## src/hw/vip_cfg.svh

```systemverilog
`ifndef VIP_CFG_SVH
`define VIP_CFG_SVH

// ****************************************
// register offsets (byte addresses)
// ****************************************
`define VIP_OFF_REQ0 8'h00
`define VIP_OFF_REQ1 8'h04
`define VIP_OFF_MASK0 8'h08
`define VIP_OFF_MASK1 8'h0C
`define VIP_OFF_PRIO0 8'h10
`define VIP_OFF_PRIO1 8'h14
`define VIP_OFF_CTRL 8'h18
`define VIP_OFF_STATUS 8'h1C

// ****************************************
// reset values and implemented flag bits
// ****************************************
`define VIP_REQ_RESET 16'h0000
`define VIP_MASK_RESET 16'hFFFF
`define VIP_PRIO_RESET 16'hFFFF
`define VIP_IMPL_0 16'hFF9F
`define VIP_IMPL_1 16'h0FBF
`define VIP_ADC_BIT 5'h10

// ****************************************
// control word fields
// ****************************************
`define VIP_CTRL_IE 0
`define VIP_CTRL_ISP 1
`define VIP_CTRL_LVMODE 2

// ****************************************
// vectors and counts
// ****************************************
`define VIP_VEC_RESET 16'h0000
`define VIP_VEC_BREAK 16'h003E
`define VIP_NUM_SRC 25
`define VIP_LAST_SRC 24

// ****************************************
// bus responses
// ****************************************
`define VIP_RESP_OKAY 2'h0
`define VIP_RESP_SLVERR 2'h2

`endif

```

## src/hw/vip_pkg.sv

```systemverilog
package vip_pkg;

    typedef struct packed {
        logic serial6RxErr;
        logic serial6RxEnd;
        logic serial6TxEnd;
        logic clockedSerialEnd;
        logic serial0TxEnd;
        logic timerH1;
        logic timerH0;
        logic timer50;
        logic timer000;
        logic timer010;
        logic adcEnd;
        logic serial0Rx;
        logic rtcFixed;
        logic timer51;
        logic keyReturn;
        logic rtcInterval;
        logic timer52;
        logic timerH2;
        logic manchesterRxEnd;
        logic remoteEdge;
        logic remoteError;
        logic remoteGuidePulse;
        logic remoteDataDone;
        logic remoteShiftFull;
    } vip_periph_t;

    typedef struct packed {
        logic valid;
        logic software;
        logic [15:0] vector;
        logic savedIe;
        logic savedIsp;
    } vip_ack_t;

    typedef enum logic [1:0] {
        VIP_BUS_IDLE = 2'b01,
        VIP_BUS_RESP = 2'b10
    } vip_bus_state_t;

    typedef struct packed {
        logic [15:0] req0;
        logic [15:0] req1;
        logic [15:0] mask0;
        logic [15:0] mask1;
        logic [15:0] prio0;
        logic [15:0] prio1;
        logic globalEnable;
        logic inService;
        logic lowVoltageMode;
        logic breakPending;
        vip_ack_t ack;
        logic wakeup;
        logic resetReq;
        logic [3:0] resetCause;
        logic pinMeta;
        logic pinSync;
        vip_bus_state_t wrState;
        vip_bus_state_t rdState;
        logic awHeld;
        logic wHeld;
        logic awOut;
        logic [7:0] awAddr;
        logic [31:0] wData;
        logic [3:0] wStrb;
        logic [1:0] bresp;
        logic [31:0] rdata;
        logic [1:0] rresp;
    } vip_state_t;

endpackage : vip_pkg

```

## src/hw/vip_ctrl.sv

```systemverilog
// The register addresses and the AXI4-Lite slave port were chosen for this implementation.
`timescale 1ns/1ps
`include "vip_cfg.svh"
`default_nettype none

module vip_ctrl
#(
    parameter bit HAS_ADC = 1'b1
)
(
    input wire logic sys_clk,
    input wire logic rst,
    input wire logic [31:0] s_axi_awaddr,
    input wire logic s_axi_awvalid,
    output logic s_axi_awready,
    input wire logic [31:0] s_axi_wdata,
    input wire logic [3:0] s_axi_wstrb,
    input wire logic s_axi_wvalid,
    output logic s_axi_wready,
    output logic [1:0] s_axi_bresp,
    output logic s_axi_bvalid,
    input wire logic s_axi_bready,
    input wire logic [31:0] s_axi_araddr,
    input wire logic s_axi_arvalid,
    output logic s_axi_arready,
    output logic [31:0] s_axi_rdata,
    output logic [1:0] s_axi_rresp,
    output logic s_axi_rvalid,
    input wire logic s_axi_rready,
    input wire logic lowVoltageEvent,
    input wire logic [3:0] pinEdgeIrq,
    input wire vip_pkg::vip_periph_t periphIrq,
    input wire logic instrBoundary,
    input wire logic breakInstruction,
    input wire logic pswRestore,
    input wire logic pswRestoreIe,
    input wire logic pswRestoreIsp,
    input wire logic resetPinN,
    input wire logic powerOnClear,
    input wire logic watchdogOverflow,
    output vip_pkg::vip_ack_t ack,
    output logic standbyRelease,
    output logic resetRequest,
    output logic [3:0] resetCause,
    output logic [15:0] resetVector
);

    // ****************************************
    // source table in default order
    // ****************************************
    function automatic logic [4:0] srcPos(input int idx);
        case (idx)
            0: srcPos = 5'h00;
            1: srcPos = 5'h01;
            2: srcPos = 5'h02;
            3: srcPos = 5'h03;
            4: srcPos = 5'h04;
            5: srcPos = 5'h07;
            6: srcPos = 5'h08;
            7: srcPos = 5'h09;
            8: srcPos = 5'h0A;
            9: srcPos = 5'h0B;
            10: srcPos = 5'h0C;
            11: srcPos = 5'h0D;
            12: srcPos = 5'h0E;
            13: srcPos = 5'h0F;
            14: srcPos = 5'h10;
            15: srcPos = 5'h11;
            16: srcPos = 5'h15;
            17: srcPos = 5'h13;
            18: srcPos = 5'h14;
            19: srcPos = 5'h12;
            20: srcPos = 5'h17;
            21: srcPos = 5'h18;
            22: srcPos = 5'h19;
            23: srcPos = 5'h1A;
            24: srcPos = 5'h1B;
            default: srcPos = 5'h00;
        endcase
    endfunction : srcPos

    function automatic logic [15:0] srcVector(input int idx);
        case (idx)
            0: srcVector = 16'h0004;
            1: srcVector = 16'h0006;
            2: srcVector = 16'h0008;
            3: srcVector = 16'h000A;
            4: srcVector = 16'h000C;
            5: srcVector = 16'h0012;
            6: srcVector = 16'h0014;
            7: srcVector = 16'h0016;
            8: srcVector = 16'h0018;
            9: srcVector = 16'h001A;
            10: srcVector = 16'h001C;
            11: srcVector = 16'h001E;
            12: srcVector = 16'h0020;
            13: srcVector = 16'h0022;
            14: srcVector = 16'h0024;
            15: srcVector = 16'h0026;
            16: srcVector = 16'h0028;
            17: srcVector = 16'h002A;
            18: srcVector = 16'h002C;
            19: srcVector = 16'h002E;
            20: srcVector = 16'h0032;
            21: srcVector = 16'h0034;
            22: srcVector = 16'h0036;
            23: srcVector = 16'h0038;
            24: srcVector = 16'h003A;
            default: srcVector = 16'h0004;
        endcase
    endfunction : srcVector

    function automatic logic [15:0] byteWrite(
        input logic [15:0] old,
        input logic [31:0] data,
        input logic [3:0] strb
    );
        logic [15:0] res;
        res = old;
        if (strb[0])
        begin
            res[7:0] = data[7:0];
        end
        if (strb[1])
        begin
            res[15:8] = data[15:8];
        end
        byteWrite = res;
    endfunction : byteWrite

    // ****************************************
    // state
    // ****************************************
    vip_pkg::vip_state_t state_reg;
    vip_pkg::vip_state_t state_next;

    logic [31:0] implMask;
    logic [31:0] hwSet;
    logic [31:0] pending;
    logic [31:0] allPrio;
    logic hiFound;
    logic loFound;
    logic [4:0] hiPos;
    logic [4:0] loPos;
    logic [15:0] hiVec;
    logic [15:0] loVec;
    logic takeHigh;
    logic takeLow;
    logic [31:0] ackClear;
    logic [31:0] flagsNow;
    logic lvIrq;

    // adc flag is absent without the converter
    assign implMask = HAS_ADC
        ? {`VIP_IMPL_1, `VIP_IMPL_0}
        : ({`VIP_IMPL_1, `VIP_IMPL_0} & ~(32'h1 << `VIP_ADC_BIT));

    assign lvIrq = lowVoltageEvent && !state_reg.lowVoltageMode;

    // hardware request sources onto flag positions
    always_comb
    begin
        hwSet = 32'h0000_0000;
        hwSet[0] = lvIrq;
        hwSet[4:1] = pinEdgeIrq;
        hwSet[7] = periphIrq.serial6RxErr;
        hwSet[8] = periphIrq.serial6RxEnd;
        hwSet[9] = periphIrq.serial6TxEnd;
        hwSet[10] = periphIrq.clockedSerialEnd | periphIrq.serial0TxEnd;
        hwSet[11] = periphIrq.timerH1;
        hwSet[12] = periphIrq.timerH0;
        hwSet[13] = periphIrq.timer50;
        hwSet[14] = periphIrq.timer000;
        hwSet[15] = periphIrq.timer010;
        hwSet[16] = periphIrq.adcEnd;
        hwSet[17] = periphIrq.serial0Rx;
        hwSet[18] = periphIrq.rtcInterval;
        hwSet[19] = periphIrq.timer51;
        hwSet[20] = periphIrq.keyReturn;
        hwSet[21] = periphIrq.rtcFixed;
        hwSet[23] = periphIrq.timer52;
        hwSet[24] = periphIrq.timerH2;
        hwSet[25] = periphIrq.manchesterRxEnd;
        hwSet[26] = periphIrq.remoteEdge;
        hwSet[27] = periphIrq.remoteError | periphIrq.remoteGuidePulse
            | periphIrq.remoteDataDone | periphIrq.remoteShiftFull;
        hwSet = hwSet & implMask;
    end

    // ****************************************
    // arbitration
    // ****************************************
    always_comb
    begin
        flagsNow = {state_reg.req1, state_reg.req0};
        allPrio = {state_reg.prio1, state_reg.prio0};
        // one mask bit gates shared sources alike
        pending = flagsNow & ~{state_reg.mask1, state_reg.mask0} & implMask;
        hiFound = 1'b0;
        loFound = 1'b0;
        hiPos = 5'h00;
        loPos = 5'h00;
        hiVec = 16'h0000;
        loVec = 16'h0000;
        // walk backwards so the lowest index is kept
        for (int i = `VIP_LAST_SRC; i >= 0; i--)
        begin
            if (pending[srcPos(i)] && !allPrio[srcPos(i)])
            begin
                hiFound = 1'b1;
                hiPos = srcPos(i);
                hiVec = srcVector(i);
            end
            if (pending[srcPos(i)] && allPrio[srcPos(i)])
            begin
                loFound = 1'b1;
                loPos = srcPos(i);
                loVec = srcVector(i);
            end
        end
    end

    // a low handler leaves inService set, so high still gets in
    assign takeHigh = instrBoundary && !state_reg.ack.valid && !state_reg.breakPending
        && state_reg.globalEnable && hiFound;
    assign takeLow = instrBoundary && !state_reg.ack.valid && !state_reg.breakPending
        && state_reg.globalEnable && state_reg.inService && !hiFound && loFound;
    assign ackClear = takeHigh ? (32'h1 << hiPos) : (takeLow ? (32'h1 << loPos) : 32'h0);

    // ****************************************
    // next state
    // ****************************************
    always_comb
    begin
        logic [31:0] flagsNew;
        logic [7:0] wa;
        logic wrHit;
        logic rdHit;
        logic [31:0] rd;
        flagsNew = 32'h0;
        wa = 8'h00;
        wrHit = 1'b0;
        rdHit = 1'b0;
        rd = 32'h0;
        state_next = state_reg;
        state_next.ack.valid = 1'b0;

        // reset pin crosses in through two flops
        state_next.pinMeta = resetPinN;
        state_next.pinSync = state_reg.pinMeta;
        state_next.resetCause = {watchdogOverflow,
            lowVoltageEvent && state_reg.lowVoltageMode, powerOnClear,
            !state_reg.pinSync};
        state_next.resetReq = |state_next.resetCause;

        // ---- bus write ----
        if (s_axi_awvalid && s_axi_awready)
        begin
            state_next.awHeld = 1'b1;
            state_next.awAddr = s_axi_awaddr[7:0];
            state_next.awOut = |s_axi_awaddr[31:8];
        end
        if (s_axi_wvalid && s_axi_wready)
        begin
            state_next.wHeld = 1'b1;
            state_next.wData = s_axi_wdata;
            state_next.wStrb = s_axi_wstrb;
        end
        flagsNew = {state_reg.req1, state_reg.req0};
        case (state_reg.wrState)
            vip_pkg::VIP_BUS_IDLE:
            begin
                if (state_reg.awHeld && state_reg.wHeld)
                begin
                    wa = state_reg.awAddr;
                    wrHit = !state_reg.awOut;
                    case (wa)
                        `VIP_OFF_REQ0: flagsNew[15:0] = byteWrite(state_reg.req0,
                            state_reg.wData, state_reg.wStrb);
                        `VIP_OFF_REQ1: flagsNew[31:16] = byteWrite(state_reg.req1,
                            state_reg.wData, state_reg.wStrb);
                        `VIP_OFF_MASK0: state_next.mask0 = byteWrite(state_reg.mask0,
                            state_reg.wData, state_reg.wStrb);
                        `VIP_OFF_MASK1: state_next.mask1 = byteWrite(state_reg.mask1,
                            state_reg.wData, state_reg.wStrb);
                        `VIP_OFF_PRIO0: state_next.prio0 = byteWrite(state_reg.prio0,
                            state_reg.wData, state_reg.wStrb);
                        `VIP_OFF_PRIO1: state_next.prio1 = byteWrite(state_reg.prio1,
                            state_reg.wData, state_reg.wStrb);
                        `VIP_OFF_CTRL:
                        begin
                            if (state_reg.wStrb[0])
                            begin
                                state_next.globalEnable = state_reg.wData[`VIP_CTRL_IE];
                                state_next.inService = state_reg.wData[`VIP_CTRL_ISP];
                                state_next.lowVoltageMode = state_reg.wData[`VIP_CTRL_LVMODE];
                            end
                        end
                        `VIP_OFF_STATUS: wrHit = wrHit;
                        default: wrHit = 1'b0;
                    endcase
                    state_next.awHeld = 1'b0;
                    state_next.wHeld = 1'b0;
                    state_next.bresp = wrHit ? `VIP_RESP_OKAY : `VIP_RESP_SLVERR;
                    state_next.wrState = vip_pkg::VIP_BUS_RESP;
                end
            end
            vip_pkg::VIP_BUS_RESP:
            begin
                if (s_axi_bready)
                begin
                    state_next.wrState = vip_pkg::VIP_BUS_IDLE;
                end
            end
            default: state_next.wrState = vip_pkg::VIP_BUS_IDLE;
        endcase

        // core restores its status word on handler return
        if (pswRestore)
        begin
            state_next.globalEnable = pswRestoreIe;
            state_next.inService = pswRestoreIsp;
        end

        // ack clears its flag; a fresh event in that cycle wins
        flagsNew = ((flagsNew & ~ackClear) | hwSet) & implMask;
        state_next.req0 = flagsNew[15:0];
        state_next.req1 = flagsNew[31:16];

        // ---- acknowledge ----
        if (instrBoundary && !state_reg.ack.valid && state_reg.breakPending)
        begin
            state_next.breakPending = 1'b0;
            state_next.ack.valid = 1'b1;
            state_next.ack.software = 1'b1;
            state_next.ack.vector = `VIP_VEC_BREAK;
            state_next.ack.savedIe = state_reg.globalEnable;
            state_next.ack.savedIsp = state_reg.inService;
            state_next.globalEnable = 1'b0;
        end
        else if (takeHigh || takeLow)
        begin
            state_next.ack.valid = 1'b1;
            state_next.ack.software = 1'b0;
            state_next.ack.vector = takeHigh ? hiVec : loVec;
            state_next.ack.savedIe = state_reg.globalEnable;
            state_next.ack.savedIsp = state_reg.inService;
            state_next.globalEnable = 1'b0;
            // only a high-group handler shuts out the low group
            state_next.inService = takeLow;
        end

        // break waits for a boundary; a new one wins over the clear
        if (breakInstruction)
        begin
            state_next.breakPending = 1'b1;
        end

        // wake on any unmasked flag, enable or not
        state_next.wakeup = |pending;

        // ---- bus read ----
        case (state_reg.rdState)
            vip_pkg::VIP_BUS_IDLE:
            begin
                if (s_axi_arvalid)
                begin
                    rdHit = !(|s_axi_araddr[31:8]);
                    case (s_axi_araddr[7:0])
                        `VIP_OFF_REQ0: rd = {16'h0000, state_reg.req0};
                        `VIP_OFF_REQ1: rd = {16'h0000, state_reg.req1};
                        `VIP_OFF_MASK0: rd = {16'h0000, state_reg.mask0};
                        `VIP_OFF_MASK1: rd = {16'h0000, state_reg.mask1};
                        `VIP_OFF_PRIO0: rd = {16'h0000, state_reg.prio0};
                        `VIP_OFF_PRIO1: rd = {16'h0000, state_reg.prio1};
                        `VIP_OFF_CTRL: rd = {29'h0000_0000, state_reg.lowVoltageMode,
                            state_reg.inService, state_reg.globalEnable};
                        `VIP_OFF_STATUS: rd = {state_reg.ack.vector, 12'h000,
                            state_reg.breakPending, loFound, hiFound, state_reg.wakeup};
                        default: rdHit = 1'b0;
                    endcase
                    if (!rdHit)
                    begin
                        rd = 32'h0000_0000;
                    end
                    state_next.rdata = rd;
                    state_next.rresp = rdHit ? `VIP_RESP_OKAY : `VIP_RESP_SLVERR;
                    state_next.rdState = vip_pkg::VIP_BUS_RESP;
                end
            end
            vip_pkg::VIP_BUS_RESP:
            begin
                if (s_axi_rready)
                begin
                    state_next.rdState = vip_pkg::VIP_BUS_IDLE;
                end
            end
            default: state_next.rdState = vip_pkg::VIP_BUS_IDLE;
        endcase
    end

    // ****************************************
    // registers
    // ****************************************
    always_ff @(posedge sys_clk)
    begin
        if (rst)
        begin
            state_reg <= '0;
            state_reg.req0 <= `VIP_REQ_RESET;
            state_reg.req1 <= `VIP_REQ_RESET;
            state_reg.mask0 <= `VIP_MASK_RESET;
            state_reg.mask1 <= `VIP_MASK_RESET;
            state_reg.prio0 <= `VIP_PRIO_RESET;
            state_reg.prio1 <= `VIP_PRIO_RESET;
            state_reg.inService <= 1'b1;
            state_reg.pinMeta <= 1'b1;
            state_reg.pinSync <= 1'b1;
            state_reg.wrState <= vip_pkg::VIP_BUS_IDLE;
            state_reg.rdState <= vip_pkg::VIP_BUS_IDLE;
        end
        else
        begin
            state_reg <= state_next;
        end
    end

    // ****************************************
    // outputs
    // ****************************************
    assign s_axi_awready = !state_reg.awHeld && (state_reg.wrState == vip_pkg::VIP_BUS_IDLE);
    assign s_axi_wready = !state_reg.wHeld && (state_reg.wrState == vip_pkg::VIP_BUS_IDLE);
    assign s_axi_bvalid = (state_reg.wrState == vip_pkg::VIP_BUS_RESP);
    assign s_axi_bresp = state_reg.bresp;
    assign s_axi_arready = (state_reg.rdState == vip_pkg::VIP_BUS_IDLE);
    assign s_axi_rvalid = (state_reg.rdState == vip_pkg::VIP_BUS_RESP);
    assign s_axi_rdata = state_reg.rdata;
    assign s_axi_rresp = state_reg.rresp;
    assign ack = state_reg.ack;
    assign standbyRelease = state_reg.wakeup;
    assign resetRequest = state_reg.resetReq;
    assign resetCause = state_reg.resetCause;
    assign resetVector = `VIP_VEC_RESET;

endmodule : vip_ctrl

`default_nettype wire

```

## config.mk

```make
export PLATFORM = sky130hd
export DESIGN_NAME = vip_ctrl
export DESIGN_NICKNAME = d
export VERILOG_FILES = /design/src/hw/vip_pkg.sv /design/src/hw/vip_ctrl.sv
export VERILOG_INCLUDE_DIRS = /design/src /design/src/hw
export SDC_FILE = /design/constraint.sdc
export NUM_CORES = 1
export LEC_CHECK = 0
export ABC_CLOCK_PERIOD_IN_PS = 3450
export BUFFER_PORTS_ARGS = -buffer_cell sky130_fd_sc_hd__buf_4
export CAP_MARGIN = 20
export CELL_PAD_IN_SITES_DETAIL_PLACEMENT = 0
export CELL_PAD_IN_SITES_GLOBAL_PLACEMENT = 1
export CORE_MARGIN = 1
export CORE_UTILIZATION = 30
export DETAILED_ROUTE_END_ITERATION = 10
export HOLD_SLACK_MARGIN = 0.12
export PLACE_DENSITY = 0.65
export SYNTH_ARGS = -nofsm -noshare
export SYNTH_HDL_FRONTEND = slang
export SYNTH_SLANG_ARGS = --single-unit
```

## constraint.sdc

```tcl
create_clock -name sys_clk -period 3.45 [get_ports sys_clk]
set_input_delay 0.345 -clock sys_clk [delete_from_list [all_inputs] [get_ports sys_clk]]
set_output_delay 0.345 -clock sys_clk [all_outputs]
set_load 0.02 [all_outputs]
```

---- Yosys cells after proc, flatten, opt, wreduce, memory -nomap -nowiden ----
Cells that the tools add are included.
Widths: inputs -> output; s select.
storage, ports and cells
  output and inout bits ................... 83
  input bits .............................. 144
  register bits after elaboration ......... 194
  logic and storage cells ................. 392
cells by class
  shift-type cells ........................ 2
  reductions and logical operators ........ 130
  bitwise operators ....................... 9
  mux-type cells .......................... 192
  equality and inequality tests ........... 22
operators by type and width
  kind                  count
  $mux 16               16
  $pmux 32 s8           1
  $mux 5                50
  $mux 6                36
  $mux 28               4
  $logic_and 1x1->1     65
  $eq 8x5->1 const B    8
  $mux 1                62
  $and 28x28->28        2
  $not 28->28           2
  $shl 1x5->28 const A  2
  $reduce_or 24->1      2
  $mux 20               2
  $reduce_and 4->1      10
  $logic_not 1->1       34
  $eq 8x4->1 const B    4
  $mux 32               1
  $or 28x28->28         1
  $reduce_or 25->1      1
  $mux 8                3
  $mux 2                9
  $eq 8x3->1 const B    2
  $logic_not 8->1       2
  $reduce_or 8->1       2
  15 further kinds      34

---- Longest topological paths before layout ----
  depth after elaboration ................. 36
  mapped depth ............................ 10

---- Worst setup path before layout ----
No wires, ideal clock.
  path kind ............................... reg-to-reg
  from .................................... register state_reg, in the netlist flagsNow[16]
  to ...................................... register state_reg, in the netlist flagsNow[4]
  setup time .............................. 0.116 ns
  period minus slack after synthesis ...... 2.562 ns
  arrival ................................. 2.446 ns
  stages on the path, launching flop included .. 10
  slack ................................... 0.888 ns
  cells stage by stage .................... dfxtp_1 -> nor3b_1 -> or2_0 -> buf_2 -> or3_4 -> or4_4 -> or3_4 -> nor2_4 -> nand4b_1 -> o211a_1
on the way
  cells in the longest elaborated chain, start to end .. 25
  elaborated cells on any way between the ends .. 74
  those cells by class .................... shift (2); mux (62); bitwise (4); reduce/logical (6)
RTL lines
  element                          RTL line         text
  from (decl)                      vip_ctrl.sv:134  vip_pkg::vip_state_t state_reg;
  from (signal assigned)           vip_ctrl.sv:424  state_reg <= state_next;
  $and 28x28->28 *                 vip_ctrl.sv:198  pending = flagsNow & ~{state_reg.mask1, state_reg.mask0} & implMask;
  $logic_and 1x1->1                vip_ctrl.sv:208  if (pending[srcPos(i)] && !allPrio[srcPos(i)])
  $mux 1 (15 in series)            vip_ctrl.sv:208
  $logic_not 1->1                  vip_ctrl.sv:227  && state_reg.globalEnable && state_reg.inService && !hiFound && loFound;
  $logic_and 1x1->1 (2 in series)  vip_ctrl.sv:227
  $mux 28                          vip_ctrl.sv:228  assign ackClear = takeHigh ? (32'h1 << hiPos) : (takeLow ? (32'h1 << loPos) : 32'h0);
  $mux 28 *                        vip_ctrl.sv:228
  $not 28->28 *                    vip_ctrl.sv:326  flagsNew = ((flagsNew & ~ackClear) | hwSet) & implMask;
  $and 28x28->28 *                 vip_ctrl.sv:326
  $or 28x28->28 *                  vip_ctrl.sv:326
Mark *: on every way between the ends. The rest lies on a longest branch, timed or not.
A chain may end at the register's enable or synchronous reset.

---- Worst setup path in the final report ----
  from .................................... register state_reg, in the netlist flagsNow[27]
  to ...................................... register state_reg, in the netlist flagsNow[12]
on the way
  cells in the longest elaborated chain, start to end .. 35
  elaborated cells on any way between the ends .. 114
  those cells by class .................... shift (2); mux (102); bitwise (4); reduce/logical (6)
RTL lines
  element                          RTL line
  $and 28x28->28 *                 vip_ctrl.sv:198
  $logic_and 1x1->1                vip_ctrl.sv:208
  $mux 1 (25 in series)            vip_ctrl.sv:208
  $logic_not 1->1                  vip_ctrl.sv:227
  $logic_and 1x1->1 (2 in series)  vip_ctrl.sv:227
  $mux 28                          vip_ctrl.sv:228
  $mux 28 *                        vip_ctrl.sv:228
  $not 28->28 *                    vip_ctrl.sv:326
  $and 28x28->28 *                 vip_ctrl.sv:326
  $or 28x28->28 *                  vip_ctrl.sv:326
Marked as above.

==> results.py <==
metrics = {
    "outcome": {
        "outcome": "finished, violations left",
        "violations": "DRC",
    },
    "power_and_ir_drop": {
        "power.share.sequential_pct": 46.1,
        "intPower_mw": 3.158,
        "fin_total_pwr_mw": 4.509,
        "powerDensity_nw_per_um2": 387.4,
        "combPwrFrac_pct": 9.9,
        "p_leak_nw": 4.864,
        "power.switching_mw": 1.351,
        "vdd_drop_max_mv": 0.3191,
        "p_sw_share_pct": 29.97,
        "pwr-share-clk_pct": 44.0,
    },
    "yosys": {
        "synth_area_leaders": "dfxtp_1, nand2_1, mux2i_1",
        "ys_seq_area_share_pct": 35.10,
        "yosysTopAreaCell": "dfxtp_1",
        "synth.cell_area_um2": 9467,
        "syn_avg_cell_area_um2": 7.935,
        "synth_flop_cell": "dfxtp_1",
        "synthCells": 1193,
        "synth.top_cell.area_share_pct": 35.10,
        "synth_edf_count": 0,
        "ys_types": 67,
        "synth-seq-cells": 166,
        "yosysWarnings": 0,
        "ys_async_sr_fraction_pct": 0,
    },
    "place": {
        "io_buffers": 168,
        "gp_congestion": 0.9828,
        "hpwl_um": 30300,
        "dp_slack_ns": 0.2949,
    },
    "die": {
        "die-area_um2": 32270,
        "die_w_um": 179.6,
        "start_util_pct": 30.71,
        "die_h_um": 179.6,
        "core_um2": 30830,
        "row_count": 64,
        "boundaryPins": 227,
    },
    "clock_tree": {
        "cts_buffers": 17,
        "clock-root-buffer": "clkbuf_16",
        "h-tree-depth": 4,
        "cts_tree": "built",
        "clock_path_buffers": 2,
        "clk_latency_ns": 0.45,
        "clkSinkCount": 166,
        "post-cts-setup-buffers": 0,
        "cts.clk_slew.worst_paths_ns": 0.08,
    },
    "route": {
        "vias_per_cell": 5.505,
        "dr.pass1.iters": 11,
        "drcViolationCount": 17,
        "antenna_left": 0,
        "vias": 9699,
        "finalWirelength_um": 39120,
        "detail_route.wl_per_cell_um": 22.20,
        "initialDrtViolationCount": 851,
    },
    "grt": {
        "busiest_layer": "met2",
        "grt_pass1_wl_um": 58560,
        "grt_pass1_vias": 9364,
        "grt_max_degree": 57,
        "grtUsageTotal_pct": 24.15,
        "grt_remaining_overflow": 0,
        "antenna_found_initial": 0,
        "use_met2_pct": 37.06,
        "use_met3_pct": 5.490,
        "use_met1_pct": 32.06,
    },
    "timing": {
        "drv_slew": 0,
        "relSlewSlack_pct": 40.94,
        "finalSetupViolCount": 0,
        "setup_tns_ns": 0,
        "finClkSkew_ns": 0.02043,
        "fin_crit_ns": 3.223,
        "worst_pin_slew_ns": 0.8859,
        "hold_viol_final": 0,
        "holdWs_ns": 0.1347,
        "maxClockFrequency_mhz": 310.3,
        "rsz0062_at_grt": "no",
        "fin_crit_sh_pct": 93.42,
        "setup_slack_ns": 0.2270,
    },
    "critical_path": {
        "cp.required_ns": 3.76,
        "r2r_setup_slack_ns": 0.23,
        "path_class": "reg2reg",
        "timing.rr.start": "flagsNow[27]",
        "r2r_end": "flagsNow[12]",
        "worstSetupEndpointType": "register",
        "cp_data_arrival_time_ns": 3.53,
        "reg2regPathDepth": 8,
        "worst_setup_path_start_kind": "register",
        "cp_max_fo": 6,
    },
    "final_layout": {
        "largest_reg_flops": 70,
        "final_cell_mix": "buf_4, nand2_1, dfxtp_1, nor2_1, a21oi_1",
        "fillers": 3223,
        "area_delta_synth_final_pct": 22.95,
        "final_util_pct": 37.75,
        "antenna_cells": 0,
        "final_common_cell": "buf_4",
        "nNetsFinal": 1497,
        "post_route_cells_drive_above_1_share_pct": 21.08,
    },
    "worst_hold_path": {
        "hp-start": "s_axi_wdata[8]",
        "hold_end": "state_reg[48]",
        "whs_path_depth": 3,
        "hold_class": "in2reg",
    },
    "run": {
        "drv_cap": 0,
    },
}
-- synthesized netlist by cell type (all sizes together) (14+ instances only) --
cell and count:
a211oi 14, a21oi 78, a22oi 51, buf 78, clkbuf 39, dfxtp 166, inv 34, mux2i 71
nand2 191, nand2b 20, nand3 41, nand3b 21, nor2 94, nor3 34, nor3b 22, nor4 27
o21ai 33, or3b 16
-- per-stage QoR --
stage                     cell area (um^2)  std cells
after detailed placement             11020       1728
after CTS                            11640       1762
final                                11640       1762
after global routing                 11640       1762
after floorplan                       9613       1232
after global placement               11020       1728
-- how the worst max path moves through the flow --
| stage | from | to | slack (ns) | cells past startpoint |
|---|---|---|---|---|
| 2_1_floorplan | flagsNow[16] | flagsNow[4] | 0.89 | 9 |
| 3_3_place_gp | flagsNow[27] | flagsNow[12] | 0.25 | 8 |
| 3_5_place_dp | flagsNow[27] | flagsNow[12] | 0.29 | 8 |
| 4_1_cts | flagsNow[27] | flagsNow[12] | 0.28 | 8 |
| 5_1_grt | flagsNow[27] | flagsNow[12] | 0.12 | 8 |
| 6_report | flagsNow[27] | flagsNow[12] | 0.23 | 8 |
-- repair_timing --
item,in CTS,in global routing
endpoints found under the setup margin,0,0
resized for setup,0,0
endpoints found under the hold margin,2,0
hold buffers,2,0
-- worst max-delay path: stages (launching register included) --
cell	delay, ns
dfxtp_1	0.39
nor3b_1	0.20
nor4_2	0.67
nor4b_1	0.39
buf_4	0.18
nand4_1	0.13
or4b_2	0.77
o211ai_1	0.26
a21oi_1	0.09
-- area by class of cell --
type                            count  area (um^2)  area share, %
Inverter                           35        131.4          1.129
Clock buffer                       17        425.4          3.655
Sequential cell                   166         3323          28.55
Multi-Input combinational cell    914         5440          46.74
Tap cell                          396        495.5          4.257
Clock inverter                     15        173.9          1.494
Timing Repair Buffer              219         1649          14.17
-- routing by layer --
metal	vias up	share of wire [%]
met4	0	4.5
met2	511	44
li1	4548	-
met1	4544	44
met5	-	0
met3	96	7.5
-- cells by family (layout without fill, tap and decap cells) --
kind of cell           count (synthesis)  in the layout  synth area share (%)
and+or+nand+nor                      541            541                 29.58
AOI/OAI and AO/OA                    260            260                 18.46
DFF                                  166            166                 35.10
buffers and inverters                152            286                 9.067
muxes                                 73             73                 7.745
other                                  1             40               0.03961
-- power groups by stage --
stage	Clock [mW]	Combinational [mW]	Sequential, mW
CTS	2.03	0.450	2.08
floorplan	0	0.289	2.07
global placement	0	0.444	2.12
finish	1.98	0.446	2.08
detailed placement	0	0.446	2.12
global route	2.12	0.490	2.09
(Power assumes the default switching activity.)
